**src/verilog/cdcfg_pkg.sv**
```systemverilog
// package: register map, field layout, reset values and carriers of the clock distribution config block
package cdcfg_pkg;
    // ==========================================
    // register offsets
    localparam logic [11:0] CDCFG_ADDR_SETTINGS   = 12'h400;
    localparam logic [11:0] CDCFG_ADDR_ENABLE     = 12'h401;
    localparam logic [11:0] CDCFG_ADDR_SYNC       = 12'h402;
    localparam logic [11:0] CDCFG_ADDR_AUTOSYNC   = 12'h403;
    localparam logic [11:0] CDCFG_ADDR_CHMODE0    = 12'h404;
    localparam int          CDCFG_NUM_OUTPUTS     = 4;
    // ==========================================
    // field positions
    localparam int CDCFG_SET_EXT_RES_BIT   = 5;
    localparam int CDCFG_SET_RX_MODE_BIT   = 4;
    localparam int CDCFG_SYNC_SRC_LSB      = 4;
    localparam int CDCFG_CH_PHASE_INV_BIT  = 5;
    localparam int CDCFG_CH_POL_INV_BIT    = 4;
    localparam int CDCFG_CH_DRIVE_BIT      = 3;
    // ==========================================
    // writable masks and reset values
    localparam logic [7:0] CDCFG_MASK_SETTINGS  = 8'h3F;
    localparam logic [7:0] CDCFG_MASK_ENABLE    = 8'h0F;
    localparam logic [7:0] CDCFG_MASK_SYNC      = 8'h3F;
    localparam logic [7:0] CDCFG_MASK_AUTOSYNC  = 8'h03;
    localparam logic [7:0] CDCFG_MASK_CHMODE    = 8'h3F;
    localparam logic [7:0] CDCFG_RST_SETTINGS   = 8'h00;
    localparam logic [7:0] CDCFG_RST_ENABLE     = 8'h00;
    localparam logic [7:0] CDCFG_RST_SYNC       = 8'h00;
    localparam logic [7:0] CDCFG_RST_AUTOSYNC   = 8'h00;
    localparam logic [7:0] CDCFG_RST_CHMODE     = 8'h03;
    // ==========================================
    // encodings
    typedef enum logic [1:0] {
        CDCFG_SYNC_DIRECT   = 2'b00,
        CDCFG_SYNC_ACT_REF  = 2'b01,
        CDCFG_SYNC_FB_EDGE  = 2'b10,
        CDCFG_SYNC_RSVD     = 2'b11
    } cdcfg_sync_src_type;
    typedef enum logic [1:0] {
        CDCFG_AUTO_OFF      = 2'b00,
        CDCFG_AUTO_FREQ     = 2'b01,
        CDCFG_AUTO_PHASE    = 2'b10,
        CDCFG_AUTO_RSVD     = 2'b11
    } cdcfg_auto_type;
    typedef enum logic [2:0] {
        CDCFG_MODE_CMOS_BOTH = 3'b000,
        CDCFG_MODE_CMOS_POS  = 3'b001,
        CDCFG_MODE_CMOS_NEG  = 3'b010,
        CDCFG_MODE_TRISTATE  = 3'b011,
        CDCFG_MODE_LVDS      = 3'b100,
        CDCFG_MODE_LVPECL    = 3'b101,
        CDCFG_MODE_RSVD6     = 3'b110,
        CDCFG_MODE_RSVD7     = 3'b111
    } cdcfg_mode_type;
    // ==========================================
    // per-output control carrier
    typedef struct packed {
        logic power_down;
        logic driver_en;
        logic sync_mask;
        logic polarity_inv;
        logic phase_inv;
        logic drive_strong;
        logic pos_drive;
        logic neg_drive;
        logic lvds_sel;
        logic lvpecl_sel;
    } cdcfg_out_ctrl_type;
endpackage

```
**src/verilog/cdcfg_top.sv**
```systemverilog
// clock distribution output configuration: register file and decoded per-output controls
//
// The implementer's own choice: strobed register access.
`timescale 1ns/1ns
`default_nettype none
module cdcfg_top
    import cdcfg_pkg::*;
#(
    parameter int ADDR_W = 12
) (
    input  wire logic                 ref_clk_in,
    input  wire logic                 rst_in,
    input  wire logic [ADDR_W-1:0]    reg_addr_in,
    input  wire logic [7:0]           reg_wdata_in,
    input  wire logic                 reg_wr_in,
    input  wire logic                 reg_rd_in,
    input  wire logic                 freq_lock_in,
    input  wire logic                 phase_lock_in,
    input  wire logic                 sync_request_in,
    output logic [7:0]                reg_rdata_out,
    output logic                      ext_resistor_out,
    output logic                      super_nyquist_out,
    output logic                      deep_sleep_out,
    output cdcfg_sync_src_type        sync_source_out,
    output logic                      divider_sync_out,
    output logic [3:0]                divider_reset_out,
    output cdcfg_out_ctrl_type [3:0]  out_ctrl_out
);
    // ==========================================
    // elaboration check
    if (ADDR_W < 12) begin : g_bad_width
        $error("address width must be at least 12");
    end

    // ==========================================
    // register storage
    logic [7:0] settings_ff;
    logic [7:0] enable_ff;
    logic [7:0] sync_ff;
    logic [7:0] autosync_ff;
    logic [7:0] chmode_ff [CDCFG_NUM_OUTPUTS];
    logic [7:0] rdata_ff;
    logic       freq_lock_s1_ff;
    logic       freq_lock_ff;
    logic       freq_lock_old_ff;
    logic       phase_lock_s1_ff;
    logic       phase_lock_ff;
    logic       phase_lock_old_ff;
    logic       sync_req_s1_ff;
    logic       sync_req_ff;
    logic       sync_req_old_ff;
    logic       sync_pulse_ff;
    logic [3:0] div_reset_ff;

    // address decode
    wire logic [11:0] addr12   = reg_addr_in[11:0];
    wire logic        hi_zero  = (ADDR_W == 12) ? 1'b1 : (reg_addr_in >> 12) == '0;
    wire logic        hit_set  = hi_zero && addr12 == CDCFG_ADDR_SETTINGS;
    wire logic        hit_en   = hi_zero && addr12 == CDCFG_ADDR_ENABLE;
    wire logic        hit_sync = hi_zero && addr12 == CDCFG_ADDR_SYNC;
    wire logic        hit_auto = hi_zero && addr12 == CDCFG_ADDR_AUTOSYNC;
    wire logic [11:0] ch_off   = addr12 - CDCFG_ADDR_CHMODE0;
    wire logic        hit_ch   = hi_zero && addr12 >= CDCFG_ADDR_CHMODE0
                                 && ch_off < 12'(CDCFG_NUM_OUTPUTS);
    wire logic [1:0]  ch_idx   = ch_off[1:0];

    // read mux: unmapped addresses and unused bits read zero
    logic [7:0] nxt_rdata;
    always_comb begin
        nxt_rdata = 8'h00;
        if (hit_set) begin
            nxt_rdata = settings_ff;
        end else if (hit_en) begin
            nxt_rdata = enable_ff;
        end else if (hit_sync) begin
            nxt_rdata = sync_ff;
        end else if (hit_auto) begin
            nxt_rdata = autosync_ff;
        end else if (hit_ch) begin
            nxt_rdata = chmode_ff[ch_idx];
        end
    end

    // register writes, masked to implemented bits
    always_ff @(posedge ref_clk_in) begin
        if (rst_in) begin
            settings_ff <= CDCFG_RST_SETTINGS;
            enable_ff   <= CDCFG_RST_ENABLE;
            sync_ff     <= CDCFG_RST_SYNC;
            autosync_ff <= CDCFG_RST_AUTOSYNC;
            for (int i = 0; i < CDCFG_NUM_OUTPUTS; i++) begin
                chmode_ff[i] <= CDCFG_RST_CHMODE;
            end
        end else if (reg_wr_in) begin
            if (hit_set)  settings_ff <= reg_wdata_in & CDCFG_MASK_SETTINGS;
            if (hit_en)   enable_ff   <= reg_wdata_in & CDCFG_MASK_ENABLE;
            if (hit_sync) sync_ff     <= reg_wdata_in & CDCFG_MASK_SYNC;
            if (hit_auto) autosync_ff <= reg_wdata_in & CDCFG_MASK_AUTOSYNC;
            if (hit_ch)   chmode_ff[ch_idx] <= reg_wdata_in & CDCFG_MASK_CHMODE;
        end
    end

    // read data stands only in the cycle after the strobe
    always_ff @(posedge ref_clk_in) begin
        if (rst_in) begin
            rdata_ff <= 8'h00;
        end else begin
            rdata_ff <= reg_rd_in ? nxt_rdata : 8'h00;
        end
    end
    assign reg_rdata_out = rdata_ff;

    // ==========================================
    // global settings
    assign ext_resistor_out  = settings_ff[CDCFG_SET_EXT_RES_BIT];
    assign super_nyquist_out = settings_ff[CDCFG_SET_RX_MODE_BIT];
    assign deep_sleep_out    = &settings_ff[3:0];
    assign sync_source_out   = cdcfg_sync_src_type'(sync_ff[CDCFG_SYNC_SRC_LSB +: 2]);

    // ==========================================
    // lock and sync request inputs come from other domains: two-flop synchronise
    always_ff @(posedge ref_clk_in) begin
        if (rst_in) begin
            freq_lock_s1_ff   <= 1'b0;
            freq_lock_ff      <= 1'b0;
            freq_lock_old_ff  <= 1'b0;
            phase_lock_s1_ff  <= 1'b0;
            phase_lock_ff     <= 1'b0;
            phase_lock_old_ff <= 1'b0;
            sync_req_s1_ff    <= 1'b0;
            sync_req_ff       <= 1'b0;
            sync_req_old_ff   <= 1'b0;
        end else begin
            freq_lock_s1_ff   <= freq_lock_in;
            freq_lock_ff      <= freq_lock_s1_ff;
            freq_lock_old_ff  <= freq_lock_ff;
            phase_lock_s1_ff  <= phase_lock_in;
            phase_lock_ff     <= phase_lock_s1_ff;
            phase_lock_old_ff <= phase_lock_ff;
            sync_req_s1_ff    <= sync_request_in;
            sync_req_ff       <= sync_req_s1_ff;
            sync_req_old_ff   <= sync_req_ff;
        end
    end

    // sync fires on a request edge or on the chosen lock rising edge
    wire logic freq_rise  = freq_lock_ff & ~freq_lock_old_ff;
    wire logic phase_rise = phase_lock_ff & ~phase_lock_old_ff;
    wire logic req_rise   = sync_req_ff & ~sync_req_old_ff;
    wire cdcfg_auto_type auto_mode = cdcfg_auto_type'(autosync_ff[1:0]);
    logic auto_fire;
    always_comb begin
        unique case (auto_mode)
            CDCFG_AUTO_OFF:   auto_fire = 1'b0;
            CDCFG_AUTO_FREQ:  auto_fire = freq_rise;
            CDCFG_AUTO_PHASE: auto_fire = phase_rise;
            CDCFG_AUTO_RSVD:  auto_fire = 1'b0;
        endcase
    end
    wire logic nxt_sync_pulse = req_rise | auto_fire;

    // divider reset gated per output by the mask bits
    always_ff @(posedge ref_clk_in) begin
        if (rst_in) begin
            sync_pulse_ff <= 1'b0;
            div_reset_ff  <= 4'h0;
        end else begin
            sync_pulse_ff <= nxt_sync_pulse;
            div_reset_ff  <= {4{nxt_sync_pulse}} & ~sync_ff[3:0];
        end
    end
    assign divider_sync_out  = sync_pulse_ff;
    assign divider_reset_out = div_reset_ff;

    // ==========================================
    // per-output decode
    for (genvar g = 0; g < CDCFG_NUM_OUTPUTS; g++) begin : g_out
        wire cdcfg_mode_type mode = cdcfg_mode_type'(chmode_ff[g][2:0]);
        wire logic is_cmos = mode == CDCFG_MODE_CMOS_BOTH
                             || mode == CDCFG_MODE_CMOS_POS
                             || mode == CDCFG_MODE_CMOS_NEG;
        assign out_ctrl_out[g].power_down   = settings_ff[g] | deep_sleep_out;
        assign out_ctrl_out[g].driver_en    = enable_ff[g] & ~settings_ff[g];
        assign out_ctrl_out[g].sync_mask    = sync_ff[g];
        assign out_ctrl_out[g].polarity_inv = chmode_ff[g][CDCFG_CH_POL_INV_BIT];
        assign out_ctrl_out[g].phase_inv    = is_cmos
                                              & chmode_ff[g][CDCFG_CH_PHASE_INV_BIT];
        assign out_ctrl_out[g].drive_strong = chmode_ff[g][CDCFG_CH_DRIVE_BIT];
        assign out_ctrl_out[g].pos_drive    = mode == CDCFG_MODE_CMOS_BOTH
                                              || mode == CDCFG_MODE_CMOS_POS;
        assign out_ctrl_out[g].neg_drive    = mode == CDCFG_MODE_CMOS_BOTH
                                              || mode == CDCFG_MODE_CMOS_NEG;
        assign out_ctrl_out[g].lvds_sel     = mode == CDCFG_MODE_LVDS;
        assign out_ctrl_out[g].lvpecl_sel   = mode == CDCFG_MODE_LVPECL;
    end
endmodule
`default_nettype wire

```
**config.mk**
```make
export PLATFORM = sky130hd
export DESIGN_NAME = cdcfg_top
export DESIGN_NICKNAME = d
export VERILOG_FILES = /design/src/verilog/cdcfg_pkg.sv /design/src/verilog/cdcfg_top.sv
export SDC_FILE = /design/constraint.sdc
export NUM_CORES = 1
export LEC_CHECK = 0
export ABC_AREA = 1
export BUFFER_PORTS_ARGS = -buffer_cell sky130_fd_sc_hd__buf_2
export CORE_AREA = 2 2 90 92
export CTS_CLUSTER_DIAMETER = 80
export DETAILED_ROUTE_END_ITERATION = 10
export DIE_AREA = 0 0 92 94
export PLACE_DENSITY = 0.64
export RECOVER_POWER = 25
export SLEW_MARGIN = 40
export SYNTH_ARGS = -nofsm -noshare
export SYNTH_HDL_FRONTEND = slang
export SYNTH_SLANG_ARGS = --single-unit
```
**constraint.sdc**
```tcl
create_clock -name ref_clk_in -period 2.77 [get_ports ref_clk_in]
set_input_delay 0.277 -clock ref_clk_in [delete_from_list [all_inputs] [get_ports ref_clk_in]]
set_output_delay 0.277 -clock ref_clk_in [all_outputs]
set_load 0.005 [all_outputs]
```
==> key figures <==
Outcome
  – Run status: completed

Die
  – Die span in y: 94 um
  – Core box area: around 7600 um^2
  – Die Wd: 92 um
  – Die area: 8650 um^2
  – # rows: 32
  – Initial core utilization: about two fifths
  – IO Count: 85

Clocking
  – H-tree level count: 3
  – Max Buffers Root-to-Sink: 2
  – Clock tree root driver cell: clkbuf_8
  – Num CTS Buffers: 9
  – TritonCTS clock tree: built
  – Worst skew pair latency: ~0.34 ns
  – Clk slew on worst S/H paths: 0.06 ns
  – Buffers inserted by post-CTS timing repair: 0
  – Post-CTS Resized: 0
  – Clock sink total: 62
  – Cts hold-fix bufs: 0

GRT
  – Total track usage: 17.8%
  – Initial antenna violation count: 0
  – GR Layer Usage met1: 22.9%
  – Gr ovfl total: 0
  – First-pass GRT wire length: 11800 um
  – Global Route met3 Usage: 5.62%
  – M2 GR Usage: between 20% and 30%
  – Vias in the first global route: 2451
  – Largest net degree at the start of global routing: 25
  – Grt peak-use layer: met2

Setup path
  – R2r setup slk: 1.45 ns
  – Crit. End Element: flip-flop
  – R2R Path End: divider_reset_out[2]
  – Worst stage delay on the critical path: 0.36 ns
  – CP startpoint kind: input port
  – Crit path cell chain: buf_2 > nor2_2 > nand3_2 > nor2_4 > nand3_1 > inv_2 > nand2_1 > nand2_1
  – CP Data Required Time: 2.79 ns
  – WP buf/inv: 2
  – CP most frequent cell: nand2_1
  – Critical-path top delay cell: nand3_1
  – WP data arrival: 1.80 ns
  – Top Family by Delay on Critical Path: simple AND/OR/NAND/NOR gates
  – Reg2Reg Launch Point: autosync_ff[0]
  – Setup CP Type: input port to flip-flop
  – Crit Path Max Fanout: 10
  – Path depth of the worst reg2reg path: 5

Timing
  – RSZ-0062 raised after global routing: no
  – Hold violation count in the final report: 0
  – Final Max Tran Viols: 0
  – Max frequency: 560 MHz
  – Fin crit share: 64.5%
  – Fin worst setup slack: 0.983 ns
  – Period minus WS final: 1.79 ns
  – Final setup TNS: 0 ns
  – Rel. slew slack: 50.4%
  – Slew @ Worst Pin: 0.736 ns
  – Final setup viols: 0
  – Worst Skew: a little under 0.009 ns

Worst hold path
  – Worst min path class: input port to flip-flop
  – Worst hold path cell count: 3
  – Hold_sp: freq_lock_in
  – Hold endpoint: freq_lock_s1_ff

Yosys
  – Cells after Synth: 378
  – Most area-hungry cell type in the Yosys netlist: dfxtp_1
  – Post-synth EDFFs: 24
  – Synth Area in XOR/XNOR: 0%
  – Post-synthesis sequential area ratio: 49.9%
  – Post-Syn Area: 2970 um^2
  – Synth Area in Compound Gates: 10.2%
  – Top-count cell post-synth: nand2_1
  – Synth area leaders: dfxtp_1, edfxtp_1, nand2_1
  – Post-synthesis simple-gate area fraction: 27.2%
  – Mux contribution to synthesized area: 0%
  – Ys async rst share: 0%
  – Synth warn: 0
  – Synthesis-stage register bit count: 62
  – Synth top area share: 25.6%
  – Ys flop type: dfxtp_1
  – Synth Area in Adders: 0%
  – Mapped Avg Cell Area: slightly below 8 um^2
  – Netlist cell types: 28
  – Largest family of logic cells by synthesized area: simple AND/OR/NAND/NOR gates
  – Top post-synthesis cells by count: nand2_1, inv_1, nor2_1, dfxtp_1

Final layout
  – ANT cells: 0
  – P&R area growth vs syn: 18.4%
  – Fillcell total: 790
  – Area taken by multi-input logic gates: 1110 um^2
  – End-of-flow core utilization: 46.2%
  – Layout cells sized above 1: 21.3%
  – Net count, final: 477
  – Seq. cell area: between 1000 and 1500 um^2

Placed design
  – Hpwl dp: 5560 um
  – DP Worst Slack: 0.847 ns
  – Port bufs: 80
  – Placer congestion estimate: 0.823

Drt
  – Initial DRC count: 146
  – First-pass DRT Iterations: 4
  – Per-cell routed wire length: 13.2 um
  – Antenna viol nets, final: 0
  – WL final: 7350 um
  – Drt drc: 0
  – Via-to-Cell Ratio: 4.69
  – Total number of vias: around 2600

Power
  – P_leak: 1.67 nW
  – VDD IR max: between 0.2 and 0.3 mV
  – Pwr dens: 523 nW/um^2

Job
  – Max cap viols: 0
[tightest hold or removal path, delay by kind of cell]
family / cells / cell delay, ns
buffers and inverters: 2 / 0.10
and+or+nand+nor: 1 / 0.06
[registers in the layout, summed over array words and instances (netlist names), 2 cells and up]
signal / cells
chmode_ff: 24
reg_rdata_out: 6
settings_ff: 6
sync_ff: 6
divider_reset_out: 4
enable_ff: 4
autosync_ff: 2
[stage by stage]
step,total power [mW],std cells,instance area (um^2),hold WS (ns)
3_5_place_dp,1.16,541,3380,0.393
3_3_place_gp,1.16,541,3380,0.390
5_1_grt,1.92,557,3510,0.123
2_1_floorplan,1.10,379,2970,0.384
6_report,1.84,557,3510,0.133
4_1_cts,1.85,557,3540,0.124
[worst max-delay path by stage]
stage | from | to | slack, ns | cells after the start
after global placement | reg_addr_in[5] | chmode_ff[0][0] | 0.88 | 8
after global routing | reg_addr_in[8] | chmode_ff[0][3] | 0.81 | 8
after CTS | reg_addr_in[5] | chmode_ff[0][4] | 1.20 | 8
after detailed placement | reg_addr_in[5] | chmode_ff[0][0] | 0.85 | 8
after floorplan | reg_addr_in[6] | chmode_ff[0][0] | 1.24 | 7
final | reg_addr_in[5] | chmode_ff[0][4] | 0.98 | 8
[logic make-up (layout without fill, tap and decap cells)]
kind of cell	count (synthesis)	count (layout)
buffers and inverters	85	161
AO/OA/AOI/OAI	56	56
other	1	2
flip-flops	62	62
AND/OR/NAND/NOR	174	174
[routing by layer]
layer  share of wire, %  vias up
met5                  0        -
met4                1.4        0
met3                6.5        9
met2                 46       84
met1                 46     1179
li1                   -     1341
[placed cells by master, fill, tap and decap left out]
master	n
o21ai_0	20
inv_2	2
edfxtp_1	24
o21ai_2	1
buf_4	1
clkbuf_1	15
nor4_1	1
nor2_1	51
o31ai_1	1
inv_1	62
nor2_2	3
a22oi_1	2
conb_1	2
nor2_8	2
nor3_1	10
o211ai_1	5
nand2_1	78
nand2_4	1
buf_2	67
nand3_1	15
clkbuf_8	10
inv_4	1
nand3_2	2
o21ai_1	3
a21oi_1	24
dfxtp_1	38
nand4_1	7
clkinv_2	3
nor2_4	4
[cell type report]
class	count	area share (%)
flip-flops and latches	62	42.2
multi-input cells	232	31.5
repair buffers	81	11.1
inverters	64	6.84
clock buffers	12	4.13
well taps	102	3.63
clock inverters	4	0.605
[where the power goes]
group | switching [mW] | internal [mW] | total (mW)
sequential | 0.0151 | 0.971 | 0.986
clock | 0.354 | 0.345 | 0.699
combinational | 0.0992 | 0.0537 | 0.153
No activity file was read; power rests on OpenSTA's default activity.
